File: src/psl_regs.vh
`ifndef PSL_REGS_VH
`define PSL_REGS_VH

// Register offsets (word index on the plain register port)
`define PSL_OSC_CTRL_ADDR    8'h00
`define PSL_STATUS_ADDR      8'h01
`define PSL_IN_MAP_BASE      8'h10
`define PSL_OUT_MAP_BASE     8'h20

// Oscillator control low byte: lock bit position
`define PSL_LOCK_BIT         6

// Unlock key bytes, written in this order
`define PSL_KEY_FIRST        8'h46
`define PSL_KEY_SECOND       8'h57

// Mapping field width and reset values
`define PSL_FIELD_W          5
`define PSL_IN_MAP_RST       5'h1f
`define PSL_OUT_MAP_RST      5'h00

// Status register bit positions
`define PSL_ST_LOCK_BIT      0
`define PSL_ST_STICKY_BIT    1
`define PSL_ST_ONEWAY_BIT    2
`define PSL_ST_MISMATCH_BIT  3

`endif

File: src/psl_lock_ctrl.v
// What this block does and what software must do
// RULE1: one-way mode blocks clearing lock once set
// RULE2: locked: unlock ignored once sticky (one-way mode), mapping writes blocked
// RULE3: only reset clears the one-way sticky lock
// RULE4: unprogrammed one-way: single session; else unlimited
// RULE5: reset inputs all ones, outputs all zeros
// RULE6: input reset picks pin 31 regardless
// RULE7: lock resets unlocked, mapping writable at once
// RULE8: software should lock after mapping setup
// RULE9: software issues unlock keys with tight timing
// RULE10: mapping leaves other pin settings untouched
// RULE11: mapping never enables the peripheral
// RULE12: mapping never overrides analog pin mode
// RULE13: software parks unused inputs and outputs
// RULE14: keys 46h then 57h, then lock change
// RULE15: locked mapping writes accepted but ignored
// RULE16: shadow compare raises configuration mismatch reset
// RULE17: one-way bit sampled on first clock after reset release; sticky flag
`timescale 1ns/1ps
`default_nettype none
`include "psl_regs.vh"

module psl_lock_ctrl #(
	parameter N_IN  = 8,      // input mapping fields
	parameter N_OUT = 8,      // output mapping fields
	parameter IAW   = 3,      // input index width
	parameter OAW   = 3       // output index width
) (
	input  wire                  ref_clk,          // system clock
	input  wire                  rst,              // async reset, high
	input  wire                  one_way_lock_cfg, // static config bit
	input  wire [7:0]            addr,             // register address
	input  wire [15:0]           wdata,            // write data
	input  wire                  wr,               // write strobe
	input  wire                  rd,               // read strobe
	output reg  [15:0]           rdata,            // read data, next cycle
	output wire [N_IN*5-1:0]     input_map_regs,   // input selections
	output wire [N_OUT*5-1:0]    output_map_regs,  // output selections
	output wire                  pin_map_lock,     // lock state
	output reg                   cfg_mismatch_rst  // mismatch reset request
);

	// Unlock key sequence states, one-hot
	localparam [2:0] S_IDLE = 3'b001;
	localparam [2:0] S_KEY1 = 3'b010;
	localparam [2:0] S_OPEN = 3'b100;

	reg  [2:0]  key_q;
	reg  [2:0]  key_d;
	reg         lock_q;
	reg         lock_d;
	reg         sticky_q;
	reg         oneway_q;
	reg         cfg_seen_q;
	reg         sel_q;
	reg  [1:0]  rsrc_q;
	wire        osc_wr;
	wire        in_wr;
	wire        out_wr;
	wire        in_hit;
	wire        out_hit;
	wire [4:0]  in_rd;
	wire [4:0]  out_rd;
	wire        in_mis;
	wire        out_mis;
	wire        lock_req;
	wire        lock_cmd;

	assign osc_wr  = wr && (addr == `PSL_OSC_CTRL_ADDR);
	assign in_hit  = (addr >= `PSL_IN_MAP_BASE) &&
	                 (addr <  `PSL_IN_MAP_BASE + N_IN);
	assign out_hit = (addr >= `PSL_OUT_MAP_BASE) &&
	                 (addr <  `PSL_OUT_MAP_BASE + N_OUT);
	// Locked writes complete normally but change nothing
	assign in_wr   = wr && in_hit && !lock_q;  // see RULE15
	assign out_wr  = wr && out_hit && !lock_q; // see RULE2
	assign lock_req = wdata[`PSL_LOCK_BIT];
	assign lock_cmd = osc_wr && (key_q == S_OPEN);

	// One-way bit held as a static level; caught after reset release
	always @(posedge ref_clk or posedge rst) begin
		if (rst) begin
			oneway_q   <= 1'b1;
			cfg_seen_q <= 1'b0;
		end else if (!cfg_seen_q) begin
			oneway_q   <= one_way_lock_cfg; // see RULE17
			cfg_seen_q <= 1'b1;
		end
	end

	// Key sequencer: 46h, 57h, then exactly one lock write
	always @* begin
		key_d = key_q;
		if (osc_wr) begin
			case (key_q)
			S_IDLE: key_d = (wdata[7:0] == `PSL_KEY_FIRST) ?
			                S_KEY1 : S_IDLE; // see RULE14
			S_KEY1: key_d = (wdata[7:0] == `PSL_KEY_SECOND) ?
			                S_OPEN : S_IDLE;
			S_OPEN: key_d = S_IDLE;
			default: key_d = S_IDLE;
			endcase
		end
	end

	// Lock next value; sticky lock refuses a clear
	always @* begin
		lock_d = lock_q;
		if (lock_cmd) begin
			if (lock_req)
				lock_d = 1'b1;
			else if (!sticky_q)
				lock_d = 1'b0; // see RULE1
		end
	end

	// Lock, sticky flag and key state; all reset unlocked
	always @(posedge ref_clk or posedge rst) begin
		if (rst) begin
			key_q    <= S_IDLE;
			lock_q   <= 1'b0; // see RULE7
			sticky_q <= 1'b0; // see RULE3
		end else begin
			key_q  <= key_d;
			lock_q <= lock_d;
			// One-way mode: first lock sticks until reset
			if (oneway_q && lock_cmd && lock_req)
				sticky_q <= 1'b1; // see RULE4
		end
	end

	assign pin_map_lock = lock_q;

	// Input fields reset to all ones: top pin, present or not
	psl_map_mem #(
		.N   (N_IN),
		.AW  (IAW),
		.RST (`PSL_IN_MAP_RST)
	) u_in_map (
		.ref_clk  (ref_clk),
		.rst      (rst),
		.wr_en    (in_wr),
		.wr_idx   (addr[IAW-1:0]),
		.wr_data  (wdata[4:0]),
		.rd_idx   (addr[IAW-1:0]),
		.rd_data  (in_rd),
		.map_flat (input_map_regs), // see RULE6
		.mismatch (in_mis)
	);

	// Output fields reset to null, pins disconnected
	psl_map_mem #(
		.N   (N_OUT),
		.AW  (OAW),
		.RST (`PSL_OUT_MAP_RST)
	) u_out_map (
		.ref_clk  (ref_clk),
		.rst      (rst),
		.wr_en    (out_wr),
		.wr_idx   (addr[OAW-1:0]),
		.wr_data  (wdata[4:0]),
		.rd_idx   (addr[OAW-1:0]),
		.rd_data  (out_rd),
		.map_flat (output_map_regs), // see RULE5
		.mismatch (out_mis)
	);

	// Mapping outputs are selections only: no enable, direction or
	// analog control leaves this block, so those stay with the pin
	// and peripheral logic. see RULE10 see RULE11 see RULE12

	// Mismatch reset request, registered
	always @(posedge ref_clk or posedge rst) begin
		if (rst)
			cfg_mismatch_rst <= 1'b0;
		else
			cfg_mismatch_rst <= in_mis | out_mis; // see RULE16
	end

	// Read path: remember source, mux after memory read register
	always @(posedge ref_clk or posedge rst) begin
		if (rst) begin
			sel_q  <= 1'b0;
			rsrc_q <= 2'b00;
		end else begin
			sel_q  <= rd;
			rsrc_q <= in_hit ? 2'b01 : (out_hit ? 2'b10 : 2'b00);
		end
	end

	// Status word built in the strobe cycle for control reads
	reg [15:0] ctl_q;
	always @(posedge ref_clk or posedge rst) begin
		if (rst)
			ctl_q <= 16'h0000;
		else if (addr == `PSL_OSC_CTRL_ADDR)
			ctl_q <= {9'h000, lock_q, 6'h00};
		else if (addr == `PSL_STATUS_ADDR)
			ctl_q <= {12'h000, cfg_mismatch_rst, oneway_q,
			          sticky_q, lock_q};
		else
			ctl_q <= 16'h0000;
	end

	// Unmapped addresses read zero; data stand one cycle only
	always @* begin
		rdata = 16'h0000;
		if (sel_q) begin
			case (rsrc_q)
			2'b01:   rdata = {11'h000, in_rd};
			2'b10:   rdata = {11'h000, out_rd};
			default: rdata = ctl_q;
			endcase
		end
	end

endmodule // psl_lock_ctrl
`default_nettype wire

File: src/psl_map_mem.v
`timescale 1ns/1ps
`default_nettype none
`include "psl_regs.vh"

// Bank of mapping fields, each paired with a shadow copy
module psl_map_mem #(
	parameter N   = 8,        // number of fields
	parameter AW  = 3,        // index width
	parameter RST = 5'h00     // reset value of every field
) (
	input  wire                  ref_clk,   // system clock
	input  wire                  rst,       // async reset, high
	input  wire                  wr_en,     // write one field
	input  wire [AW-1:0]         wr_idx,    // field to write
	input  wire [4:0]            wr_data,   // new field value
	input  wire [AW-1:0]         rd_idx,    // field to read
	output reg  [4:0]            rd_data,   // registered read data
	output wire [N*5-1:0]        map_flat,  // all fields, for routing
	output wire                  mismatch   // field differs from shadow
);

	wire [N-1:0] diff;

	genvar g;
	generate
		for (g = 0; g < N; g = g + 1) begin : g_fld
			// Own registers per field: one driver each, no shared array
			localparam [AW-1:0] IDX = g;
			reg [4:0] fld_q;
			reg [4:0] shd_q;
			// Field and shadow update together, so any lone change shows
			always @(posedge ref_clk or posedge rst) begin
				if (rst) begin
					fld_q <= RST; // see RULE5
					shd_q <= RST;
				end else if (wr_en && wr_idx == IDX) begin
					fld_q <= wr_data;
					shd_q <= wr_data;
				end
			end
			assign map_flat[g*5 +: 5] = fld_q;
			assign diff[g] = (fld_q != shd_q); // see RULE16
		end
	endgenerate

	assign mismatch = |diff;

	// Read data come from a register
	always @(posedge ref_clk or posedge rst) begin
		if (rst)
			rd_data <= 5'h00;
		else
			rd_data <= map_flat[rd_idx*5 +: 5];
	end

endmodule // psl_map_mem
`default_nettype wire

File: config.mk
export PLATFORM = sky130hd
export DESIGN_NAME = psl_lock_ctrl
export DESIGN_NICKNAME = d
export VERILOG_FILES = /design/src/psl_lock_ctrl.v /design/src/psl_map_mem.v
export VERILOG_INCLUDE_DIRS = /design/src /design/src/src
export SDC_FILE = /design/constraint.sdc
export NUM_CORES = 1
export LEC_CHECK = 0
export BUFFER_PORTS_ARGS = -buffer_cell sky130_fd_sc_hd__clkbuf_2
export CORE_MARGIN = 8
export CORE_UTILIZATION = 45
export DETAILED_ROUTE_END_ITERATION = 12
export PLACE_DENSITY = 0.78
export SETUP_SLACK_MARGIN = 0.05
export SLEW_MARGIN = 30
export SYNTH_ARGS = -nofsm -noshare
export SYNTH_HDL_FRONTEND = slang
export SYNTH_SLANG_ARGS = --single-unit
export TNS_END_PERCENT = 1
File: constraint.sdc
create_clock -name ref_clk -period 3.44 [get_ports ref_clk]
set_input_delay 0 -clock ref_clk [delete_from_list [all_inputs] [get_ports ref_clk]]
set_output_delay 0 -clock ref_clk [all_outputs]
set_load 0.005 [all_outputs]
==> metrics.md, run 1 <==
| Metric | Value |
|---|---|
| Status | completed |
| # nets final | between 400 and 500 |
| Worst-path maximum fanout | 6 |
| WP data required | between 3000 and 4000 ps |
| Vias in the first global route | about 3500 |
| Clock Skews | 8.863 ps |
| Static Leak | about 2.8 nW |
| I/O Buffers | 107 |
| Die X | between 100 and 150 um |
| Worst hold slack | about 21 ps |
| Post-CTS Repair Setup Buffers | 0 |
| Post-route core utilization | 0.5541 |
| Initial antenna violation count | 0 |
| DR vias/cell | 5.408 |
| Num CTS Buffers | 9 |
| Initial DRC Count | 140 |
| Highest metal used | met4 |
| Sequential fraction of the synthesis area | 0.5520 |
| Placement Cell Area | 5443 um2 |
| Root Driver | clkbuf_8 |
| Worst Path Arrival | between 2000 and 2500 ps |
| Routed vias | around 3100 |
| Clk buf depth | 2 |
| Maximum vdd ir drop | about 280 uV |
| Max_slew headroom | 0.4618 |
| Setup TNS | 0 ps |
| Max Slew Vio Count | 0 |
| DRT Pass-1 Iters | 4 |
| Post-Syn Instances | ~320 |
| M1 WL | around 5100 um |
| H-tree levels | 3 |
| Die boundary height | 119.4 um |
| Kind of critical path | reg2reg |
| R2R Path End | u_out_map.g_fld[2].fld_q[0] |
| Fillers | approximately 880 |
| #FFs+latches synth | ~100 |
| PD cells | roughly 420 nW/um2 |
| DR WL met2 | 6143 um |
| CTS resizes | 0 |
| Final instance area | between 5000 and 6000 um2 |
| Synth cell types | 37 |
| Antenna diodes | 0 |
| Met3 Routed Length | between 800 and 900 um |
| CP Launch Type | register |
| Layout cell share with drive strength beyond 1 | 0.6449 |
| Largest area contributor in the netlist | dfrtp_1 |
| Multi-input gate area | between 2000 and 2500 um2 |
| First-pass GRT wire length | slightly below 20000 um |
| Min Tclk post-route | 1962 ps |
| Post-detailed-route count of antenna-violating nets | 0 |
| # Max-Cap Violations | 0 |
| Max Freq | between 500 and 600 MHz |
| Place WS | 1499 ps |
| Flop-to-flop setup slack | approximately 1500 ps |
| WL final | ~12000 um |
| Setup crit end | u_out_map.g_fld[2].fld_q[0] |
| Worst slew pin tran | between 800 and 900 ps |
| Post-CTS Hold Buffers | 8 |
| Final WS setup | between 1000 and 1500 ps |
| Tot GR Track Use | 0.1748 |
| # IOs | 127 |
| CTS Sinks | around 100 |
| Largest net degree at the start of global routing | ~80 |
| RSZ-0062 raised after global routing | false |
| FF-to-FF path depth | 4 |
| FP Rows | 37 |
| Clk_lat worst skew | roughly 370 ps |
| RR Startpoint | pin_map_lock |
| Mapped Area | roughly 4800 um2 |
| Async SR Flop Fraction | 1.000 |
| Die footprint | 14250 um2 |
| Yosys Warn Count | 0 |
| GRT overflow | 0 |
| P&R area growth vs syn | 19.46% |
| Post-synth EDFFs | 0 |
| Worst hold path type | in2reg |
| Post-synth top cells | mux2_2 (89), dfrtp_1 (62), dfstp_2 (42) |
| Syn_area_per_cell | ~15 um2 |
| Residual DRC count | 0 |
| Final Setup Violations | 0 |
| Final hold viol count | 0 |
| Tcrit/Tclk final | 0.5702 |
| Core Box Area | roughly 10000 um2 |
| Routability cong. | ~0.82 |
| Ranking of synthesized cells by area | dfrtp_1 (32%), dfstp_2 (23%), mux2_2 (21%) |
| Initial Util | 0.4638 |
| Avg WL per Cell | between 20 and 25 um |
| Crit. End Element | register |
| Critical Path Source | pin_map_lock |
| Hpwl dp | 8943 um |
| Synth top area share | 0.3226 |
| Reg clk slew, reported paths | approximately 100 ps |
| CTS tree | done |
| Most frequent cell after synthesis | mux2_2 |
| Reg area | about 2700 um2 |
| Main synth FF type | dfrtp_1 |
[worst min-delay path by stage]
stage	start	endpoint	slack (ps)	depth (start not counted)
2_1_floorplan	rd	sel_q	30	0
3_3_place_gp	rd	sel_q	110	1
3_5_place_dp	rd	sel_q	120	1
4_1_cts	wr	key_q[2]	2	3
5_1_grt	wr	key_q[2]	10	3
6_report	wr	key_q[2]	20	3
[metal layers]
layer,up-vias,global-route usage
met5,-,0
met4,0,0.05933
met3,17,0.05527
met2,122,0.2894
met1,1603,0.2123
li1,1400,-
[logic make-up after synthesis]
family,Yosys count,share of synthesized area
AO/OA/AOI/OAI,13,0.01821
adder cells (fa/ha/maj),2,0.005202
other,2,0.001561
flip-flops,104,0.5520
buffers and inverters,28,0.03200
multiplexers,111,0.3067
AND/OR/NAND/NOR,64,0.08429
[registers in the layout, indices dropped and copies added, names as in the netlist]
| signal | count |
|---|---|
| u_out_map.g_fld.shd_q | 20 |
| pin_map_lock | 1 |
| ctl_q | 4 |
| sel_q | 1 |
| sticky_q | 1 |
| u_in_map.rd_data | 5 |
| key_q | 3 |
| u_in_map.g_fld.fld_q | 40 |
| oneway_q | 1 |
| u_out_map.g_fld.fld_q | 20 |
| cfg_seen_q | 1 |
| u_out_map.rd_data | 5 |
| rsrc_q | 2 |
[worst max-delay path, stage by stage (launching register included)]
cell,delay (ps)
dfrtp_1,440
or3b_2,560
nor3_4,240
nand2_1,240
mux2_1,380
[per-stage QoR]
step	total power, mW	std cells
after floorplan	1.498	334
after global placement	1.596	557
after detailed placement	1.608	557
after CTS	2.454	581
after global routing	2.520	581
final	2.433	581
[area by class of cell]
| cell class | count | area share |
|---|---|---|
| timing repair buffer | 118 | 0.1111 |
| tap | 136 | 0.02962 |
| sequential | 104 | 0.4621 |
| inverter | 5 | 0.004138 |
| clock inverter | 6 | 0.01611 |
| multi-input combinational | 202 | 0.3547 |
| clock buffer | 10 | 0.02221 |
[cell usage in the layout, fill, tap and decap left out, types with 2 or more instances in the layout]
master,netlist,layout
bufinv_16,0,2
buf_4,12,3
and3_1,3,3
clkbuf_2,0,107
nand2_1,17,17
dfstp_2,42,42
o21ai_0,4,4
nand3_1,4,4
conb_1,2,12
nor3_4,4,4
nor2b_1,3,3
nor4_1,2,2
nand4_1,3,3
nand3_2,2,2
clkinvlp_4,0,2
ha_1,2,2
inv_1,5,4
mux2_1,2,2
mux4_2,20,20
inv_6,0,3
and2_1,6,6
a22oi_1,5,5
dfrtp_1,62,62
nor2_1,8,8
mux2_2,89,89
dlygate4sd3_1,0,8
nand2b_1,2,2
or4_4,2,2
clkbuf_8,0,9
and4_1,2,2
[power breakdown]
part	leakage [nW]	switching (mW)	internal [mW]
Combinational	1.42	0.132	0.118
Sequential	1.29	0.0418	1.30
Clock	0.104	0.428	0.416
(Power assumes the default switching activity.)
==> inputs of run 2 (changes only) <==
==> constraint.sdc (replaced) <==
create_clock -name ref_clk -period 2 [get_ports ref_clk]
set_input_delay 0 -clock ref_clk [delete_from_list [all_inputs] [get_ports ref_clk]]
set_output_delay 0 -clock ref_clk [all_outputs]
set_load 0.005 [all_outputs]
==> run 2 against run 1 <==
Die area unchanged. Hold slack lost 3.6 ps. Via count grew 1.8%. Clock power grew 54%. Utilization grew 0.40 points. Non-clock buffer count increased by 8. Clock-buffer cell count is the same. Combinational power up 77%. Clock skew is 4.1 ps higher. Critical path type is now in2reg. Largest cell class unchanged. Largest power group unchanged. Highest routed layer unchanged.
==> metrics.md, run 2 (same netlist as run 1, synthesis figures left out) <==
| Metric | Value |
|---|---|
| RR Startpoint | pin_map_lock |
| Avg WL per Cell | 21.00 um |
| Commonest non-fill, non-tap cell in the layout | clkbuf_2 |
| Crit. End Element | register |
| Commonest non-fill, non-tap cells in the layout | clkbuf_2 (107), mux2_2 (89), dfrtp_1 (62) |
| Routed vias | around 3200 |
| P&R area growth vs syn | 20.32% |
| Hpwl dp | slightly above 9000 um |
| CTS Sinks | between 100 and 150 |
| Worst-path maximum fanout | 5 |
| Status | completed |
| Static Leak | ~2.8 nW |
| Layout cell share with drive strength beyond 1 | 0.6578 |
| Routability cong. | 0.8373 |
| Tot GR Track Use | 0.1761 |
| DR vias/cell | between 5 and 6 |
| Met2 Track Usage GR | 0.2705 |
| Clk_lat worst skew | ~370 ps |
| Initial Util | 0.4638 |
| Reg clk slew, reported paths | around 90 ps |
| Antenna diodes | 0 |
| GRT overflow | 0 |
| # IOs | approximately 130 |
| First-pass GRT wire length | roughly 20000 um |
| Maximum vdd ir drop | about 440 uV |
| Met1 Track Usage GR | 0.2316 |
| Max Slew Vio Count | 0 |
| RSZ-0062 raised after global routing | true |
| Top reg by flops | u_in_map.g_fld.fld_q |
| Regs by FF count | u_in_map.g_fld.fld_q: 40 flops, u_out_map.g_fld.fld_q: 20 flops, u_out_map.g_fld.shd_q: 20 flops |
| PD cells | about 700 nW/um2 |
| Worst Path Arrival | between 2000 and 2500 ps |
| WL final | about 12000 um |
| Die X | about 120 um |
| Die footprint | about 14000 um2 |
| Placed insts | approximately 570 |
| Die boundary height | between 100 and 150 um |
| Largest net degree at the start of global routing | between 100 and 150 |
| GRT busiest layer | met2 |
| Final hold viol count | 0 |
| Kind of critical path | in2reg |
| Root Driver | clkbuf_8 |
| # Max-Cap Violations | 0 |
| Fillers | 888 |
| Max Freq | about 530 MHz |
| Final Setup Violations | 0 |
| Num CTS Buffers | 9 |
| Non-Filler Instances | 589 |
| Min Tclk post-route | 1886 ps |
| CP Launch Type | input port |
| Post-detailed-route count of antenna-violating nets | 0 |
| Max reg flops | 40 |
| Core Box Area | 10370 um2 |
| WP data required | between 2000 and 2500 ps |
| Worst hold path type | in2reg |
| Tcrit/Tclk final | 0.9429 |
| M3 GR Usage | 0.05102 |
| Post-CTS Repair Setup Buffers | 0 |
| Max_slew headroom | 0.6359 |
| Setup TNS | 0 ps |
| Clock Skews | 12.95 ps |
| Initial antenna violation count | 0 |
| H-tree levels | 3 |
| Vias in the first global route | between 3000 and 4000 |
| Hold Crit Start | addr[6] |
| Worst hold slack | 17.16 ps |
| I/O Buffers | between 100 and 150 |
| Residual DRC count | 0 |
| # nets final | approximately 480 |
| Initial DRC Count | roughly 140 |
| DRT Pass-1 Iters | 4 |
| Critical Path Source | addr[7] |
| FP Rows | 37 |
| Clk buf depth | 2 |
| Worst slew pin tran | about 550 ps |
| CTS tree | done |
==> run 2: changes by cell type in the layout (fill, tap and decap cells not counted), moves of 2 or more <==
| cell | before | now |
|---|---|---|
| buf_4 | 3 | 12 |
| dlygate4sd3_1 | 8 | 6 |
| inv_4 | 0 | 2 |
| inv_6 | 3 | 1 |
==> run 2: report_power, final <==
group	internal [mW]	switching, mW	leakage [nW]
sequential	2.23	0.0721	1.29
combinational	0.214	0.229	1.46
clock	0.586	0.716	0.102
total	3.03	1.02	2.85
==> run 2: area by class of cell <==
cell class                      count  area [um2]  area share
Sequential cell                   104        2655      0.4588
Multi-Input combinational cell    202        2041      0.3526
Timing Repair Buffer              126       705.7      0.1219
Tap cell                          136       170.2     0.02941
Clock buffer                       10       127.6     0.02205
Clock inverter                      6       65.06     0.01124
Inverter                            5       22.52    0.003892
==> run 2: final timing paths <==
| kind | slack, ps | cells past startpoint | endpoint |
|---|---|---|---|
| worst max-delay path | 110 | 6 | u_out_map.g_fld[7].fld_q[0] |
| worst min-delay path | 20 | 3 | rsrc_q[0] |
| worst max register to register | 140 | 4 | u_out_map.g_fld[1].fld_q[4] |
| worst min register to register | 520 | 1 | oneway_q |
| max in group asynchronous | 1250 | 4 | u_in_map.g_fld[1].fld_q[0] |
| min in group asynchronous | 310 | 4 | u_in_map.rd_data[2] |
==> run 2: per-layer routing <==
layer / up-vias / part of all wire
met1: 1637 / 0.43
met2: 131 / 0.48
met4: 0 / 0.024
met3: 17 / 0.071
met5: - / 0
li1: 1414 / -
==> run 2: critical path: stages <==
cell and delay [ps]:
dlygate4sd3_1 540, clkbuf_2 130, or4_4 540, nor3_4 290, nand3_1 290, mux2_2 350
==> run 2: metrics by stage <==
step,utilization,power [mW],area (um2),setup slack (ps)
final,0.5580,4.049,5787,114.1
after floorplan,-,2.577,4851,279.6
after global routing,0.5580,4.214,5787,44.81
after CTS,0.5578,4.084,5784,112.0
after detailed placement,0.5334,2.783,5532,126.9
after global placement,0.5334,2.764,5532,161.9
==> run 2: what timing repair did <==
item / CTS / global route
endpoints found under the hold margin: 68 / 0
resized for setup: 0 / 1
hold buffers: 6 / 0
endpoints found under the setup margin: 0 / 3
==> inputs of run 3 (changes only) <==
--- a/config.mk
+++ b/config.mk
@@ -9,6 +9,7 @@
 export BUFFER_PORTS_ARGS = -buffer_cell sky130_fd_sc_hd__clkbuf_2
 export CORE_MARGIN = 8
 export CORE_UTILIZATION = 45
+export CTS_BUF_LIST = sky130_fd_sc_hd__clkbuf_4 sky130_fd_sc_hd__clkbuf_8
 export DETAILED_ROUTE_END_ITERATION = 12
 export PLACE_DENSITY = 0.78
 export SETUP_SLACK_MARGIN = 0.05
==> run 3 against run 2 <==
Setup slack stayed put. Via count did not move. Clock skew is the same. Hold slack unchanged. Wire length unchanged. Design area hardly changed. First-iteration DRC count unchanged.
==> metrics.md, run 3 (same netlist as run 1, synthesis figures left out) <==
| Metric | Value |
|---|---|
| Status | completed |
| Tcrit/Tclk final | 0.9429 |
| Worst hold path type | in2reg |
| RR Startpoint | pin_map_lock |
| Commonest non-fill, non-tap cell in the layout | clkbuf_2 |
| GRT overflow | 0 |
| Placement Cell Area | roughly 5500 um2 |
| Vias in the first global route | 3505 |
| R2R Path End | u_out_map.g_fld[1].fld_q[4] |
| Initial antenna violation count | 0 |
| Final hold viol count | 0 |
| Residual DRC count | 0 |
| # IOs | 127 |
| Max Freq | 530.3 MHz |
| Regs by FF count | u_in_map.g_fld.fld_q: 40 flops, u_out_map.g_fld.fld_q: 20 flops, u_out_map.g_fld.shd_q: 20 flops |
| Worst hold endpoint | rsrc_q[0] |
| P&R area growth vs syn | 20.40% |
| Reg clk slew, reported paths | roughly 90 ps |
| Routability cong. | roughly 0.84 |
| Routed vias | 3199 |
| Post-detailed-route count of antenna-violating nets | 0 |
| Crit. End Element | register |
| FP Rows | 37 |
| Clk_lat worst skew | between 300 and 400 ps |
| Flop-to-flop setup slack | around 140 ps |
| First-pass GRT wire length | approximately 20000 um |
| Top reg by flops | u_in_map.g_fld.fld_q |
| Hold path cells | 3 |
| H-tree levels | 3 |
| Die boundary height | about 120 um |
| Tot GR Track Use | 0.1761 |
| Hold Crit Start | addr[6] |
| # Max-Cap Violations | 0 |
| Clock Skews | 12.95 ps |
| Kind of critical path | in2reg |
| Initial DRC Count | between 100 and 150 |
| Largest net degree at the start of global routing | between 100 and 150 |
| Worst Path Arrival | between 2000 and 2500 ps |
| Maximum vdd ir drop | approximately 440 uV |
| Max Slew Vio Count | 0 |
| Static Leak | 2.849 nW |
| Worst slew pin tran | between 500 and 600 ps |
| CTS tree | done |
| Hpwl dp | roughly 9000 um |
| Placed insts | 567 |
| Core Box Area | slightly above 10000 um2 |
| Initial Util | 0.4638 |
| PD cells | 701.7 nW/um2 |
| WL final | 12370 um |
| Commonest non-fill, non-tap cells in the layout | clkbuf_2 (107), mux2_2 (89), dfrtp_1 (62) |
| Avg WL per Cell | roughly 21 um |
| DR vias/cell | around 5.4 |
| RSZ-0062 raised after global routing | true |
| CP Launch Type | input port |
| Setup TNS | 0 ps |
| Critical Path Source | addr[7] |
| Min Tclk post-route | 1886 ps |
| DRT Pass-1 Iters | 4 |
| WP data required | ~2300 ps |
| Root Driver | clkbuf_8 |
| Final instance area | about 5800 um2 |
| Non-Filler Instances | roughly 590 |
| Post-route core utilization | 0.5584 |
| Worst-path maximum fanout | 5 |
| Clk buf depth | 2 |
| # nets final | 479 |
| Max reg flops | 40 |
| Final Setup Violations | 0 |
| Layout cell share with drive strength beyond 1 | 0.6600 |
| Antenna diodes | 0 |
| Die X | 119.4 um |
| Die footprint | approximately 14000 um2 |
| Max_slew headroom | 0.6359 |
| I/O Buffers | between 100 and 150 |
| Num CTS Buffers | 9 |
| Worst hold slack | approximately 17 ps |
| FF-to-FF path depth | 4 |
| CTS Sinks | 104 |
[run 3: cell counts in the layout (fill, tap and decap cells not counted)]
No cell type changed its count.
[run 3: area by class of cell]
type	count	area, um2
well taps	136	170.2
fillers	886	4579
flip-flops and latches	104	2655
inverters	5	22.52
clock buffers	10	131.4
multi-input cells	202	2041
repair buffers	126	705.7
clock inverters	6	65.06
[run 3: what timing repair did]
item / CTS / global route
resized for setup: 0 / 1
setup buffers: 0 / 0
endpoints found under the setup margin: 0 / 3
hold endpoints to repair: 68 / 0
hold buffers: 6 / 0
[run 3: worst max-delay path, cell delays in order]
cell           delay, ps
dlygate4sd3_1        540
clkbuf_2             130
or4_4                540
nor3_4               290
nand3_1              290
mux2_2               350
[run 3: where the power goes]
part           switching (mW)  internal [mW]
Sequential             0.0721           2.23
Combinational           0.229          0.214
Clock                   0.716          0.600
Total                    1.02           3.05
[run 3: worst max-delay path by stage]
stage                                              to
after floorplan           u_out_map.g_fld[2].fld_q[0]
after global placement    u_out_map.g_fld[2].fld_q[2]
after detailed placement  u_out_map.g_fld[2].fld_q[0]
after CTS                 u_out_map.g_fld[7].fld_q[4]
after global routing      u_out_map.g_fld[7].fld_q[4]
final                     u_out_map.g_fld[7].fld_q[0]
[run 3: metal layers]
layer  track usage  vias up  share of wire
li1              -     1414              -
met1        0.2316     1637           0.43
met2        0.2705      131           0.48
met3       0.05102       17          0.071
met4       0.06792        0          0.024
met5             0        -              0
[run 3: metrics by stage]
stage	setup slack, ps	power [mW]
5_1_grt	44.81	4.227
3_3_place_gp	161.9	2.764
2_1_floorplan	279.6	2.577
3_5_place_dp	126.9	2.783
4_1_cts	112.0	4.098
6_report	114.1	4.063
